[src/pkg/chan_two_map.svh]
// Register offsets, field positions, reset values and derived constants for channel two.
`ifndef CHAN_TWO_MAP_SVH
`define CHAN_TWO_MAP_SVH
`define VOLUME_OFFSET      8'h43
`define GAIN_TRIM_OFFSET   8'h44
`define PHASE_OFFSET       8'h45
`define VOLUME_RESET       8'hc9
`define GAIN_TRIM_RESET    8'h80
`define PHASE_RESET        8'h00
`define TRIM_FIELD_MSB     7
`define TRIM_FIELD_LSB     4
`define TRIM_RSVD_MASK     8'h0f
`define VOLUME_MUTE_CODE   8'h00
`define VOLUME_UNITY_CODE  8'hc9
`define TRIM_UNITY_CODE    4'h8
`define VOLUME_MIN_DB_X10  16'shfc18
`define VOLUME_STEP_X10    16'sh0005
`define TRIM_STEP_X10      8'sh01
`endif

[src/pkg/chan_two_pkg.sv]
// Types shared by the channel two register bank.
package chan_two_pkg;
   typedef struct packed {
      logic       wr_en;
      logic       rd_en;
      logic [7:0] addr;
      logic [7:0] wdata;
   } reg_req_t;
   typedef struct packed {
      logic       rvalid;
      logic       hit;
      logic [7:0] rdata;
   } reg_rsp_t;
   typedef struct packed {
      logic              mute;
      logic signed [15:0] volume_db_x10;
      logic signed [7:0]  trim_db_x10;
      logic [7:0]        phase_cycles;
   } chan_setting_t;
endpackage

[src/rtl/channel_volume_trim_regs.sv]
// Channel two volume, gain trim and phase delay configuration registers.
// Functional notes
// A volume code of zero mutes the channel output completely.
// Volume code one is -100 dB and code two is -99.5 dB, half a decibel per step.
// Volume code 201 is 0 dB, code 202 is +0.5 dB and code 255 is +27 dB.
// The volume register resets to 0xc9 and is readable and writable.
// The trim field in bits 7 to 4 is 0 dB at code 8, from -0.8 dB at 0 to +0.7 dB at 15.
// Each trim step adds a tenth of a decibel, so code 9 is +0.1 dB and code 1 is -0.7 dB.
// The trim field resets to 1000b and the whole trim register reads 0x80.
// The low four trim bits are read-only and read zero; software writes zeros there.
// The phase code delays the channel by that many modulator clock cycles, 1 to 255.
// Phase code zero adds no delay; the phase register resets to zero and is read/write.
// Intermediate volume and trim codes follow the uniform step sizes.
`timescale 1ns/1ns
`include "chan_two_map.svh"
module channel_volume_trim_regs
   import chan_two_pkg::*;
(
   input  wire logic                    clk,      // Clock, 250 MHz.
   input  wire logic                    rst,      // Synchronous reset, active high.
   input  wire chan_two_pkg::reg_req_t  req,      // Register access from the control port.
   output chan_two_pkg::reg_rsp_t       rsp,      // Read answer, one cycle after request.
   output chan_two_pkg::chan_setting_t  setting   // Decoded settings for the datapath.
);
   import chan_two_pkg::*;

   ////////////////////////////////////////////////////////////////////////////////
   // Entry table: offset and writable bits of each register, entry 0 in the low byte.
   localparam logic [2:0][7:0] entry_offset  =
      {`PHASE_OFFSET, `GAIN_TRIM_OFFSET, `VOLUME_OFFSET};
   localparam logic [2:0][7:0] entry_wr_mask =
      {8'hff, ~`TRIM_RSVD_MASK, 8'hff};

   ////////////////////////////////////////////////////////////////////////////////
   // Volume in tenths of a decibel: code one is the floor, then half a decibel per code.
   function automatic logic signed [15:0] volume_tenths(input logic [7:0] code);
      logic signed [15:0] steps;
      steps = $signed({8'h00, code - 8'h01});
      return `VOLUME_MIN_DB_X10 + 16'(steps * `VOLUME_STEP_X10);
   endfunction

   // Gain trim in tenths of a decibel, one entry per code, zero at the unity code.
   function automatic logic signed [7:0] trim_tenths(input logic [3:0] code);
      logic signed [7:0] t;
      case (code)
         4'h0:    t = 8'shf8;
         4'h1:    t = 8'shf9;
         4'h2:    t = 8'shfa;
         4'h3:    t = 8'shfb;
         4'h4:    t = 8'shfc;
         4'h5:    t = 8'shfd;
         4'h6:    t = 8'shfe;
         4'h7:    t = 8'shff;
         4'h8:    t = 8'sh00;
         4'h9:    t = 8'sh01;
         4'ha:    t = 8'sh02;
         4'hb:    t = 8'sh03;
         4'hc:    t = 8'sh04;
         4'hd:    t = 8'sh05;
         4'he:    t = 8'sh06;
         4'hf:    t = 8'sh07;
         default: t = 8'sh00;
      endcase
      return t;
   endfunction

   ////////////////////////////////////////////////////////////////////////////////
   typedef struct packed {
      logic          rvalid;
      logic          hit;
      chan_setting_t set;
   } state_t;
   state_t s_reg, s_next;

   logic [1:0]  idx;
   logic        mapped;
   logic [7:0]  wdata_masked;
   logic [2:0]  entry_sel;
   logic [2:0][7:0] entry_wdat;
   logic [7:0]  rd_data;
   logic [23:0] cur_all;
   logic [7:0]  vol_code;
   logic [3:0]  trim_code;
   logic [7:0]  phase_code;

   ////////////////////////////////////////////////////////////////////////////////
   // One comparator per entry; the offsets are distinct, so at most one matches.
   for (genvar e = 0; e < 3; e++) begin : g_entry
      assign entry_sel[e]  = (req.addr == entry_offset[e]);
      // Reserved trim bits never store, so they always read back as zero.
      assign entry_wdat[e] = req.wdata & entry_wr_mask[e];
   end

   // Unmapped addresses select entry three, which the store neither writes nor reads.
   always_comb begin
      idx          = 2'h3;
      mapped       = 1'b0;
      wdata_masked = 8'h00;
      for (int e = 0; e < 3; e++) begin
         if (entry_sel[e]) begin
            idx          = 2'(e);
            mapped       = 1'b1;
            wdata_masked = entry_wdat[e];
         end
      end
   end

   chan_two_cfg_store u_store (
      .clk     (clk),
      .rst     (rst),
      .wr_idx  (idx),
      .wr_en   (req.wr_en),
      .wr_data (wdata_masked),
      .rd_idx  (idx),
      .rd_data (rd_data),
      .cur_all (cur_all)
   );

   assign vol_code   = cur_all[7:0];
   assign trim_code  = cur_all[8+`TRIM_FIELD_MSB:8+`TRIM_FIELD_LSB];
   assign phase_code = cur_all[23:16];

   ////////////////////////////////////////////////////////////////////////////////
   always_comb begin
      s_next = s_reg;
      s_next.rvalid = req.rd_en;
      s_next.hit    = mapped;
      s_next.set.mute = (vol_code == `VOLUME_MUTE_CODE);
      s_next.set.volume_db_x10 = volume_tenths(vol_code);
      s_next.set.trim_db_x10   = trim_tenths(trim_code);
      s_next.set.phase_cycles = phase_code;
   end

   always_ff @(posedge clk) begin
      if (rst) begin
         s_reg.rvalid            <= 1'b0;
         s_reg.hit               <= 1'b0;
         s_reg.set.mute          <= 1'b0;
         s_reg.set.volume_db_x10 <= 16'sh0000;
         s_reg.set.trim_db_x10   <= 8'sh00;
         s_reg.set.phase_cycles  <= 8'h00;
      end else begin
         s_reg <= s_next;
      end
   end

   assign rsp.rvalid = s_reg.rvalid;
   assign rsp.hit    = s_reg.hit;
   assign rsp.rdata  = rd_data;
   assign setting    = s_reg.set;
endmodule

[src/rtl/chan_two_cfg_store.sv]
// Three-entry configuration store with registered read data.
`timescale 1ns/1ns
`include "chan_two_map.svh"
module chan_two_cfg_store (
   input  wire logic       clk,      // Clock.
   input  wire logic       rst,      // Synchronous reset.
   input  wire logic [1:0] wr_idx,   // Entry written.
   input  wire logic       wr_en,    // Write strobe.
   input  wire logic [7:0] wr_data,  // Write data.
   input  wire logic [1:0] rd_idx,   // Entry read.
   output logic [7:0]      rd_data,  // Registered read data.
   output logic [23:0]     cur_all   // Current contents, entry 0 low.
);
   typedef struct packed {
      logic [2:0][7:0] mem;
      logic [7:0]      rd;
   } state_t;
   state_t s_reg, s_next;
   always_comb begin
      s_next = s_reg;
      if (wr_en && wr_idx != 2'h3) begin
         s_next.mem[wr_idx] = wr_data;
      end
      s_next.rd = (rd_idx == 2'h3) ? 8'h00 : s_reg.mem[rd_idx];
   end
   always_ff @(posedge clk) begin
      if (rst) begin
         s_reg.mem[0] <= `VOLUME_RESET;
         s_reg.mem[1] <= `GAIN_TRIM_RESET;
         s_reg.mem[2] <= `PHASE_RESET;
         s_reg.rd     <= 8'h00;
      end else begin
         s_reg <= s_next;
      end
   end
   assign rd_data = s_reg.rd;
   assign cur_all = s_reg.mem;
endmodule

[config.mk]
export PLATFORM = sky130hd
export DESIGN_NAME = channel_volume_trim_regs
export DESIGN_NICKNAME = d
export VERILOG_FILES = /design/src/pkg/chan_two_pkg.sv /design/src/rtl/channel_volume_trim_regs.sv /design/src/rtl/chan_two_cfg_store.sv
export VERILOG_INCLUDE_DIRS = /design/src /design/src/pkg
export SDC_FILE = /design/constraint.sdc
export NUM_CORES = 1
export LEC_CHECK = 0
export BUFFER_PORTS_ARGS = -buffer_cell sky130_fd_sc_hd__buf_2
export CAP_MARGIN = 20
export CORE_MARGIN = 3
export CORE_UTILIZATION = 55
export DETAILED_ROUTE_END_ITERATION = 12
export MAX_ROUTING_LAYER = met4
export PLACE_DENSITY = 0.82
export RECOVER_POWER = 100
export SLEW_MARGIN = 20
export SYNTH_ARGS = -nofsm -noshare
export SYNTH_HDL_FRONTEND = slang
export SYNTH_SLANG_ARGS = --single-unit
export TNS_END_PERCENT = 5
[constraint.sdc]
create_clock -name clk -period 6.1 [get_ports clk]
set_input_delay 1.22 -clock clk [delete_from_list [all_inputs] [get_ports clk]]
set_output_delay 1.22 -clock clk [all_outputs]
set_load 0.1 [all_outputs]
== Yosys cells after proc, flatten, opt, wreduce, memory -nomap -nowiden ==
Memory sizes are Yosys's and may differ from the RTL's. A register that Yosys moved wholly into a read port is not among the register bits.
Index checks and enable logic that the tools add are counted.

* ROM bits: 128
* Memories: 1
* Flip-flop bits (word level): 59

* Equality and inequality tests: 5
* Multiplexer cells: 14
* Magnitude comparators: 2
* Reductions and logical operators: 4
* Multiply operators: 1
* Add/sub/neg operators: 2

{| class="wikitable"
|+ Memory list
! memory !! words !! bits a word !! read ports !! clocked after Yosys merged registers in !! wr ports !! RTL line !! RTL
|-
| (name not given) || 16 || 8 || 1 || 1 || 0 || channel_volume_trim_regs.sv:45 || <nowiki>case (code)</nowiki>
|}

{| class="wikitable"
|+ Operators with widths
! kind !! number
|-
| 8-bit two-way mux || 5
|-
| 24-bit bitwise mux || 1
|-
| 8-bit by 7-bit == test with 1-bit output (second input constant) || 3
|-
| 8-bit binary-select mux with 2-bit select || 1
|-
| 8-bit demux with 2-bit select || 1
|-
| 11-bit by 12-bit adder with 13-bit output (first input constant) || 1
|-
| 8-bit by 3-bit multiplier with 11-bit output (second input constant) || 1
|-
| 8-bit logical NOT || 1
|-
| 8-bit by 1-bit subtractor with 8-bit output (second input constant) || 1
|-
| 2-bit two-way mux || 3
|-
| 2-bit by 3-bit < comparator with 1-bit output (second input constant) || 1
|-
| 1-bit two-way mux || 3
|-
| 2-bit == test (second input constant) || 1
|-
| 2-bit by 1-bit greater-or-equal comparator with 1-bit output (second input constant) || 1
|-
| 1-bit logical AND || 2
|-
| 2-bit inequality test (second input constant) || 1
|-
| 2-bit OR reduction || 1
|}

== Logic depth before layout (Yosys ltp) ==
Gate-level depths: netlist of the first run.

* Depth in word-level cells: 9
* Depth in mapped cells: 13

== Modules after synthesis ==
A second synthesis of the first run with hierarchy kept.

* Cells, all modules: 298
* Area, all modules: 2,892.8 um^2

{| class="wikitable"
|+ By module, submodules not included
! module !! sequential area each (um^2) !! cells an instance !! area each (um^2) !! times used
|-
| channel_volume_trim_regs || 560.5 || 173 || 1,566.5 || 1
|-
| chan_two_cfg_store || 640.6 || 125 || 1,326.3 || 1
|}

== Worst setup path after synthesis of the first run ==
OpenSTA, ideal clock, no wires.

* Path type: reg-to-reg
* Start point: register u_store.s_reg (netlist bit u_store.cur_all[0])
* End point: register s_reg (netlist bit setting[24])
* Stages on the path, launching flop included: 14
* Required time: 5,977 ps
* Period minus slack after synthesis: 3,132 ps
* Arrival time: 3,009 ps
* Setup time: 123 ps
* Setup slack: 2,968 ps
* Path buffers: 0
* Path through: dfxtp_1 -> inv_1 -> ha_1 -> nand2b_1 -> nor2_1 -> xor2_1 -> ha_1 -> fa_1 -> xnor2_1 -> a21oi_2 -> o2111a_1 -> a211o_1 -> a22oi_2 -> mux2_1

* Cells in the longest elaborated chain, start to end: 3

{| class="wikitable"
|+ Ends and longest elaborated chain
! what !! RTL line !! RTL
|-
| from (decl) || chan_two_cfg_store.sv:18 || <nowiki>state_t s_reg, s_next;</nowiki>
|-
| from (signal assigned) || chan_two_cfg_store.sv:33 || <nowiki>s_reg <= s_next;</nowiki>
|-
| 8-bit by 1-bit subtractor with 8-bit output || channel_volume_trim_regs.sv:38 || <nowiki>steps = $signed({8'h00, code - 8'h01});</nowiki>
|-
| 8-bit by 3-bit multiplier with 11-bit output (no line) || -- ||
|-
| 11-bit by 12-bit adder with 13-bit output (no line) || -- ||
|-
| to (signal assigned) || channel_volume_trim_regs.sv:143 || <nowiki>s_reg <= s_next;</nowiki>
|-
| to (decl) || channel_volume_trim_regs.sv:73 || <nowiki>state_t s_reg, s_next;</nowiki>
|}

No other way between the ends.
A chain may end at the register's enable or synchronous reset.

== Worst setup path after layout of the first run ==
* Start point: input req[10] (netlist bit)
* End point: register u_store.s_reg (netlist bit u_store.cur_all[13])

* Cells in the longest elaborated chain, start to end: 9
* Elaborated cells on any way between the ends: 17

{| class="wikitable"
|+ Ends and longest elaborated chain
! what !! RTL line !! RTL
|-
| from (decl) || channel_volume_trim_regs.sv:21 || <nowiki>input wire chan_two_pkg::reg_req_t req,</nowiki>
|-
| 8-bit by 7-bit == test with 1-bit output || channel_volume_trim_regs.sv:89 || <nowiki>assign entry_sel[e] = (req.addr == entry_offset[e]);</nowiki>
|-
| 2-bit two-way mux (3 in a row) || channel_volume_trim_regs.sv:100 || <nowiki>if (entry_sel[e]) begin</nowiki>
|-
| 2-bit by 3-bit < comparator with 1-bit output (implied by the code) or 2-bit by 1-bit greater-or-equal comparator with 1-bit output (tied branches) || chan_two_cfg_store.sv:22 || <nowiki>s_next.mem[wr_idx] = wr_data;</nowiki>
|-
| 1-bit logical AND (implied by the code) || chan_two_cfg_store.sv:22 ||
|-
| 8-bit two-way mux (implied by the code) || chan_two_cfg_store.sv:22 ||
|-
| 8-bit demux with 2-bit select || -- ||
|-
| 24-bit bitwise mux || chan_two_cfg_store.sv:22 ||
|}

Several ways; a longest one is shown, not always the timed one.

==> qor.csv, run 1 <==
metric;value;unit
Slew HR;-24.4;%
Post-DP HPWL;3700;um
FF-to-FF Start;u_store.cur_all[0];
status;finished with violations;
Setup Fix Bufs, Post-CTS;0;
Primary FF master, synth;dfxtp_1;
Final Power;0.000844;W
Die X-Extent;75.3;um
Pins Over Slew Limit;46;
Mapped Nets;319;
Synth async-reset ratio;0;%
Reg power frac;46.7;%
clock sinks;60;
element type at the critical path end;flop;
Mapped Cells;283;
Area Overhead vs Synth;16.4;%
worst r2r dst;setting[24];
pin count of the biggest net entering global routing;46;
clock root buffer;clkbuf_8;
via/cell ratio;5.34;
PwrDens;274;mW/mm2
total track usage;20.1;%
Fin Clk Skew;0.00886;ns
pre-CTS setup slack;2.68;ns
global-route wire length before repair;8360;um
failing checks;max-capacitance violations, max-slew violations;
routed wire length;5190;um
CTS clk-pin slew, worst paths;0.07;ns
CTS tree;done;
ANT nets after route;0;
Seq/Total Area, Yosys;45.5;%
Crit Path Category;input port to flop;
vias in the first global route;1839;
total gr overflow;0;
Ports;63;
register bit total from synthesis;60;
DRC Markers;0;
Least-Margin Pin Slew;1.87;ns
Leak;1.24;nW
Comb pwr share;4.7;%
area of the mapped netlist;0.00264;mm2
Syn Area/Cell;9.33;um2
routability cong.;0.850;
Final Critical Period;3.54;ns
Final Util;68.3;%
layout net count;371;
net load switching power;0.000178;W
# Max-Cap Violations;1;
Switching Share;21.1;%
PostCTS Resize Cnt;0;
critical path data arrival time;3.77;ns
wire per inst;13.3;um
TritonRoute pass-1 iters;4;
setup slack, reg-to-reg;2.60;ns
number of synthesized flops with an enable pin;0;
layout cells sized above 1;10.0;%
worst hold endpoint;setting[14];
Startpoint Class;input port;
reg2reg path depth;13;
Syn. warnings;0;
Placeable Area;0.00450;mm2
Final WS setup;2.56;ns
crit-path max FO;14;
clock share of power;48.6;%
clk buf depth;2;
Max IR drop VDD;0.000209;V
setup TNS;0;ns
setup violators final;0;
detailed router's first-iteration violation count;133;
fin crit share;58.0;%
worst skew pair latency;0.33;ns
ant diodes;0;
RSZ-0062 raised after global routing;no;
count of cell types in the netlist;43;
Cell Count Post-Placement;376;
hold_sp;u_store.cur_all[15];
Required @ worst endpoint;6.33;ns
Internal Power;0.000665;W
CTS H-Tree Depth;3;
total number of vias;2086;
die area;0.00567;mm2
achievable frequency;283;MHz
Initial Util;58.6;%
Post-CTS Hold Buffers;0;
# port buffers;62;
TritonCTS buffer count;9;
worst hold path class;flop to flop;
worst hold stages;1;
Fin. Hold Viols;0;
# rows;24;
antenna violations before repair;0;
Non-Filler Instances;391;
Die Ht;75.3;um
[synthesized netlist by cell type, types with 6 or more instances]
cell | count | area, um2
a21oi_1 | 26 | 130
mux2i_1 | 12 | 120
a211o_1 | 6 | 52.6
ha_1 | 15 | 188
nor2_1 | 49 | 184
buf_4 | 7 | 52.6
dfxtp_1 | 60 | 1200
nor2b_1 | 19 | 119
clkbuf_1 | 10 | 37.5
a22oi_1 | 8 | 60.1
xor2_1 | 8 | 70.1
xnor2_1 | 7 | 61.3
inv_1 | 7 | 26.3
nand2_1 | 7 | 26.3
[sequential cells by signal, indices dropped and copies added (netlist names)]
register,count
u_store.rd_data,8
rsp,2
setting,26
u_store.cur_all,24
[power groups by stage]
stage               sequential (W)  combinational (W)  clock, W
floorplan                 0.000413          0.0000181         0
global placement          0.000403          0.0000400         0
detailed placement        0.000403          0.0000402         0
CTS                       0.000394          0.0000404  0.000415
global route              0.000394          0.0000430  0.000428
finish                    0.000394          0.0000397  0.000410
[metal layers]
metal / vias up / track usage (%) / wire length, um
met5: - / - / 0
met4: 0 / 8.16 / 86
met3: 10 / 5.80 / 348
met2: 75 / 29.3 / 2220
met1: 942 / 26.2 / 2530
li1: 1059 / - / -
[stage by stage]
step	hold slack (ns)	area, um2
after global routing	0.470	3080
after global placement	0.432	2910
final	0.458	3080
after detailed placement	0.442	2910
after CTS	0.455	3140
after floorplan	0.409	2640
[worst max-delay path: stages]
cell	delay, ns
buf_2	0.08
nor2b_1	0.58
nor3b_1	1.18
a21oi_1	0.39
a21oi_1	0.26
nor2_1	0.05
[cell families (layout without fill, tap and decap cells)]
group	Yosys count	after routing	synth area share, %
muxes	13	13	4.97
xor gates and xnor gates	15	15	4.97
buffers and inverters	29	85	5.31
adders and majority gates	16	16	7.86
AOI/OAI and AO/OA	55	55	13.8
DFF	60	60	45.5
and+or+nand+nor	95	95	17.6
[cell type report]
type | instances | area (um2)
clock buffer | 12 | 165
fill | 391 | 1430
sequential | 60 | 1200
inverter | 8 | 30.0
tap | 52 | 65.1
clock inverter | 3 | 68.8
timing repair buffer | 62 | 255
multi-input combinational | 194 | 1290
[how the worst max path moves through the flow]
stage / startpoint / slack, ns / to / cells past startpoint
floorplan: u_store.cur_all[0] / 2.97 / setting[24] / 13
global placement: u_store.cur_all[0] / 2.75 / setting[24] / 13
detailed placement: u_store.cur_all[0] / 2.68 / setting[24] / 13
CTS: u_store.cur_all[0] / 2.63 / setting[24] / 13
global route: req[10] / 2.23 / u_store.cur_all[12] / 6
finish: req[10] / 2.56 / u_store.cur_all[13] / 6
[cell usage in the layout (no fill, tap or decap), types with 3 or more instances in the layout]
cell,netlist,layout
xor2_1,8,8
and2_1,5,3
nor2_1,49,49
clkbuf_8,0,12
a21oi_1,26,27
ha_1,15,15
nor4_1,3,3
buf_2,4,18
mux2i_1,12,12
nand2_1,7,7
xnor2_1,7,7
clkbuf_1,10,44
a211o_1,6,6
nor2b_1,19,19
dfxtp_1,60,60
a22oi_1,8,8
inv_1,7,8
No activity file was read; power rests on OpenSTA's default activity.
==> run 2, diff against run 1 <==
- CORE_UTILIZATION: 55 -> 48
- PLACE_DENSITY: 0.82 -> 0.76
- clock period: 6.1 -> 2.96 ns (I/O delays scaled with it)
==> qor.csv, run 2 (synthesis gave the netlist of run 1 again) <==
metric;value;unit;change
status;finished with violations;;
failing checks;negative setup slack;;
antenna violations before repair;0;;unchanged
TritonRoute pass-1 iters;4;;unchanged
TritonCTS buffer count;9;;unchanged
Fin Clk Skew;0.00876;ns;-0.000105 ns
Internal Power;0.00133;W;+99%
CTS H-Tree Depth;3;;unchanged
Final WS setup;-0.0417;ns;-2.60 ns
CTS tree;done;;
achievable frequency;333;MHz;
Die Ht;80.2;um;+6.5%
global-route wire length before repair;9680;um;+16%
detailed router's first-iteration violation count;125;;-6.0%
clock root buffer;clkbuf_8;;
critical path data arrival time;3.23;ns;-0.54 ns
# rows;26;;+8.3%
Switching Share;22.1;%;+0.99 points
Ports;63;;unchanged
crit path buf inv count;1;;unchanged
Startpoint Class;flop;;
most common cell after layout, fill and taps aside;dfxtp_1;;
Final Power;0.00170;W;+100%
routed wire length;6080;um;+17%
Fin. Hold Viols;0;;unchanged
Final Critical Period;3.00;ns;
RSZ-0062 raised after global routing;yes;;
Post-DP HPWL;4130;um;+12%
setup violators final;1;;+1
total gr overflow;0;;unchanged
layout net count;402;;+8.4%
number of fillers in the final layout;439;;+12%
pin count of the biggest net entering global routing;45;;-2.2%
Initial Util;50.7;%;-7.9 points
net load switching power;0.000377;W;+110%
wire per inst;13.8;um;+4.1%
Comb pwr share;5.2;%;+0.5 points
die area;0.00643;mm2;+13%
pre-CTS setup slack;-0.104;ns;-2.78 ns
PwrDens;489;mW/mm2;+78%
vias in the first global route;2078;;+13%
ANT nets after route;0;;unchanged
Crit path largest cell delay;0.57;ns;-0.61 ns
ant diodes;0;;unchanged
Leak;1.40;nW;+13%
Max IR drop VDD;0.000337;V;+61%
layout cells sized above 1;25.1;%;+15 points
via/cell ratio;5.02;;-5.9%
# port buffers;62;;unchanged
Cell Chain, Critical Path;nor3_4 -> xor2_2 -> ha_1 -> ha_4 -> fa_2 -> inv_2 -> a21o_1 -> nor4b_2 -> a21oi_1 -> a22oi_2 -> mux2_4;;
CTS clk-pin slew, worst paths;0.07;ns;about the same
Area Overhead vs Synth;32.0;%;
max reg flops;26;;unchanged
total track usage;20.3;%;+0.19 points
element type at the critical path end;flop;;
Slew HR;21.2;%;+46 points
total number of vias;2209;;+5.9%
Die X-Extent;80.2;um;+6.5%
clock share of power;47.2;%;-1.4 points
worst skew pair latency;0.34;ns;about the same
Crit Path Category;flop to flop;;
# Max-Cap Violations;0;;-1
Required @ worst endpoint;3.18;ns;-3.15 ns
Pins Over Slew Limit;0;;-100%
fin crit share;101;%;
clk buf depth;2;;unchanged
slowest stage cell, crit path;fa_2;;
Placeable Area;0.00520;mm2;+16%
crit-path max FO;3;;-11
CP delay by family, top;adder cells;;
clock sinks;60;;unchanged
worst hold path class;flop to flop;;
most frequent cells in the layout;dfxtp_1, nor2_1, clkbuf_1;;
DRC Markers;0;;unchanged
Least-Margin Pin Slew;1.19;ns;-0.680 ns
Reg power frac;47.6;%;+0.9 points
routability cong.;0.831;;-2.2%
## run 2: changes by cell type in the layout (fill, tap and decap cells not counted), moves of 3 or more
cell     change
a21oi_2      +3
xor2_1       -4
ha_4         +3
dfxtp_1      -3
ha_1         -5
a21oi_1      -3
buf_4       +30
xor2_2       +4
inv_1        -3
## run 2: routing by layer
metal,global-route usage [%],part of all wire (%),vias to the layer above
met2,30.5,47,73
met1,25.4,45,1005
met5,-,0,-
li1,-,-,1123
met3,7.51,6.7,8
met4,6.42,1.1,0
## run 2: final timing paths
path / startpoint / endpoint / slack [ns] / cells past startpoint
max: u_store.cur_all[1] / setting[24] / -0.04 / 11
min: u_store.cur_all[15] / setting[14] / 0.45 / 1
max reg2reg: u_store.cur_all[1] / setting[24] / -0.04 / 11
min reg2reg: u_store.cur_all[15] / setting[14] / 0.45 / 1
## run 2: through the flow
stage,utilization [%],hold slack [ns],area (um2),setup TNS (ns),std cells
6_report,67.0,0.453,3490,-0.0417,440
5_1_grt,67.0,0.462,3490,-0.531,440
4_1_cts,66.8,0.453,3480,-0.0265,439
3_5_place_dp,61.3,0.435,3190,-0.104,421
3_3_place_gp,61.3,0.427,3190,-0.0217,421
2_1_floorplan,-,0.409,2700,-0.0229,283
## run 2: power by group through the flow
stage               Clock [W]  Combinational, W  Sequential, W
CTS                  0.000813         0.0000902       0.000810
global placement            0         0.0000880       0.000829
floorplan                   0         0.0000376       0.000851
finish               0.000804         0.0000890       0.000810
global route         0.000857         0.0000967       0.000810
detailed placement          0         0.0000891       0.000829
## run 2: cell type report
cell class | count | area, um2 | area share, %
clock inverters | 4 | 73.8 | 2.12
well taps | 70 | 87.6 | 2.51
flip-flops and latches | 60 | 1210 | 34.7
clock buffers | 11 | 141 | 4.05
repair buffers | 93 | 484 | 13.9
inverters | 8 | 35.0 | 1.00
multi-input cells | 194 | 1460 | 41.7
## run 2: worst reg2reg max path: stages, from the launching register on
cell	delay, ns
dfxtp_4	0.36
nor3_4	0.24
xor2_2	0.18
ha_1	0.28
ha_4	0.19
fa_2	0.57
inv_2	0.05
a21o_1	0.22
nor4b_2	0.26
a21oi_1	0.08
a22oi_2	0.14
mux2_4	0.31
## run 2: what timing repair did
action | 4_1_cts | 5_1_grt
resized for setup | 9 | 12
setup buffers | 3 | 1
pin swaps | 10 | 4
hold buffers | 0 | 0
setup endpoints to repair | 2 | 7
==> run 3, diff against run 2 <==
- SKIP_CTS_REPAIR_TIMING: unset -> 1
==> qor.csv, run 3 (synthesis gave the netlist of run 1 again) <==
metric;value;unit;change
Leak;1.59;nW;+13%
Final Util;67.3;%;+0.34 points
Cell Chain, Critical Path;inv_4 -> ha_4 -> nand2b_4 -> nor2_4 -> xor2_1 -> ha_1 -> ha_1 -> a211o_1 -> o21a_2 -> o2111a_1 -> a211o_1 -> a22oi_2 -> mux2_4;;
CTS tree;done;;
status;finished with violations;;
RSZ-0062 raised after global routing;yes;;
setup TNS;-0.0529;ns;-0.0112 ns
Die X-Extent;80.2;um;unchanged
Crit path largest cell delay;0.36;ns;-0.21 ns
critical path data arrival time;3.24;ns;about the same
TritonCTS buffer count;9;;unchanged
clock sinks;60;;unchanged
CP delay by family, top;compound AO/OA/AOI/OAI gates;;
Fin Clk Skew;0.00826;ns;-0.000495 ns
setup violators final;1;;unchanged
ANT nets after route;0;;unchanged
grt met3 use;7.40;%;-0.11 points
met2 track demand over resource;29.3;%;-1.2 points
Slew HR;63.2;%;+42 points
layout cells sized above 1;36.0;%;+11 points
layout net count;399;;-0.75%
fin crit share;102;%;+0.38 points
PwrDens;486;mW/mm2;-0.53%
Pins Over Slew Limit;0;;unchanged
CTS H-Tree Depth;3;;unchanged
worst hold path class;flop to flop;;
Post-DP HPWL;4130;um;unchanged
antenna violations before repair;0;;unchanged
ant diodes;0;;unchanged
Max IR drop VDD;0.000336;V;-0.23%
most common cell after layout, fill and taps aside;buf_2;;
routed wire length;5770;um;-5.1%
Ports;63;;unchanged
Fin. Hold Viols;0;;unchanged
routability cong.;0.831;;unchanged
Crit Path Category;flop to flop;;
clk buf depth;2;;unchanged
wire per inst;13.2;um;-4.5%
max reg flops;26;;unchanged
most frequent cells in the layout;buf_2, dfxtp_1, nor2_1;;
met1 usage;25.1;%;-0.30 points
total number of vias;2181;;-1.3%
Initial Util;50.7;%;unchanged
worst hold stages;1;;unchanged
element type at the critical path end;flop;;
pin count of the biggest net entering global routing;45;;unchanged
vias in the first global route;2025;;-2.6%
Startpoint Class;flop;;
Top Usage Layer GRT;met2;;
TritonRoute pass-1 iters;5;;+1
failing checks;negative setup slack;;
die area;0.00643;mm2;unchanged
via/cell ratio;4.99;;-0.59%
global-route wire length before repair;9390;um;-3.0%
Area Overhead vs Synth;32.7;%;
Final Critical Period;3.01;ns;+0.0112 ns
crit path buf inv count;1;;unchanged
DRC Markers;0;;unchanged
Required @ worst endpoint;3.18;ns;about the same
total gr overflow;0;;unchanged
clock root buffer;clkbuf_8;;
reg2reg path depth;13;;+2
Least-Margin Pin Slew;0.550;ns;-0.637 ns
detailed router's first-iteration violation count;117;;-6.4%
crit-path max FO;3;;unchanged
CTS clk-pin slew, worst paths;0.07;ns;about the same
Critical Path Stages;13;;+2
achievable frequency;332;MHz;-0.37%
Die Ht;80.2;um;unchanged
Placeable Area;0.00520;mm2;unchanged
Final WS setup;-0.0529;ns;-0.0112 ns
slowest stage cell, crit path;dfxtp_4;;
# Max-Cap Violations;0;;unchanged
# port buffers;62;;unchanged
total track usage;19.7;%;-0.59 points
worst skew pair latency;0.34;ns;about the same
# rows;26;;unchanged
==> run 3: layer usage <==
metal | share of wire (%) | up-vias | wire [um]
li1 | - | 1114 | -
met1 | 47 | 995 | 2690
met2 | 46 | 66 | 2660
met3 | 6.4 | 6 | 368
met4 | 0.90 | 0 | 52
met5 | 0 | - | 0
==> run 3: report_power, final <==
part / internal, W / total [W] / switching, W
Sequential: 0.000809 / 0.000810 / 0.00000129
Clock: 0.000492 / 0.000803 / 0.000310
Combinational: 0.0000264 / 0.0000899 / 0.0000635
Total: 0.00133 / 0.00170 / 0.000375
==> run 3: area by class of cell <==
type / instances / area [um2]
inverter: 8 / 35.0
sequential: 60 / 1210
timing repair buffer: 90 / 519
tap: 70 / 87.6
clock inverter: 4 / 73.8
fill: 413 / 1700
multi-input combinational: 194 / 1440
clock buffer: 11 / 141
==> run 3: stage by stage <==
step | std cells | setup slack, ns | hold slack [ns] | cell area, um2 | power, W
6_report | 437 | -0.0529 | 0.453 | 3500 | 0.00170
5_1_grt | 437 | -0.155 | 0.462 | 3500 | 0.00176
4_1_cts | 436 | -0.161 | 0.453 | 3410 | 0.00171
3_5_place_dp | 421 | -0.104 | 0.435 | 3190 | 0.000918
3_3_place_gp | 421 | -0.0217 | 0.427 | 3190 | 0.000917
2_1_floorplan | 283 | -0.0229 | 0.409 | 2700 | 0.000888
==> run 3: worst paths after layout <==
| kind | startpoint | end | slack (ns) |
|---|---|---|---|
| max | u_store.cur_all[1] | setting[24] | -0.05 |
| min reg2reg | u_store.cur_all[15] | setting[14] | 0.45 |
| max reg2reg | u_store.cur_all[1] | setting[24] | -0.05 |
| min | u_store.cur_all[15] | setting[14] | 0.45 |
==> run 3: worst register-to-register path, cell delays in order (launching register included) <==
cell,delay [ns]
dfxtp_4,0.36
inv_4,0.07
ha_4,0.14
nand2b_4,0.07
nor2_4,0.09
xor2_1,0.21
ha_1,0.31
ha_1,0.30
a211o_1,0.27
o21a_2,0.13
o2111a_1,0.22
a211o_1,0.23
a22oi_2,0.18
mux2_4,0.31
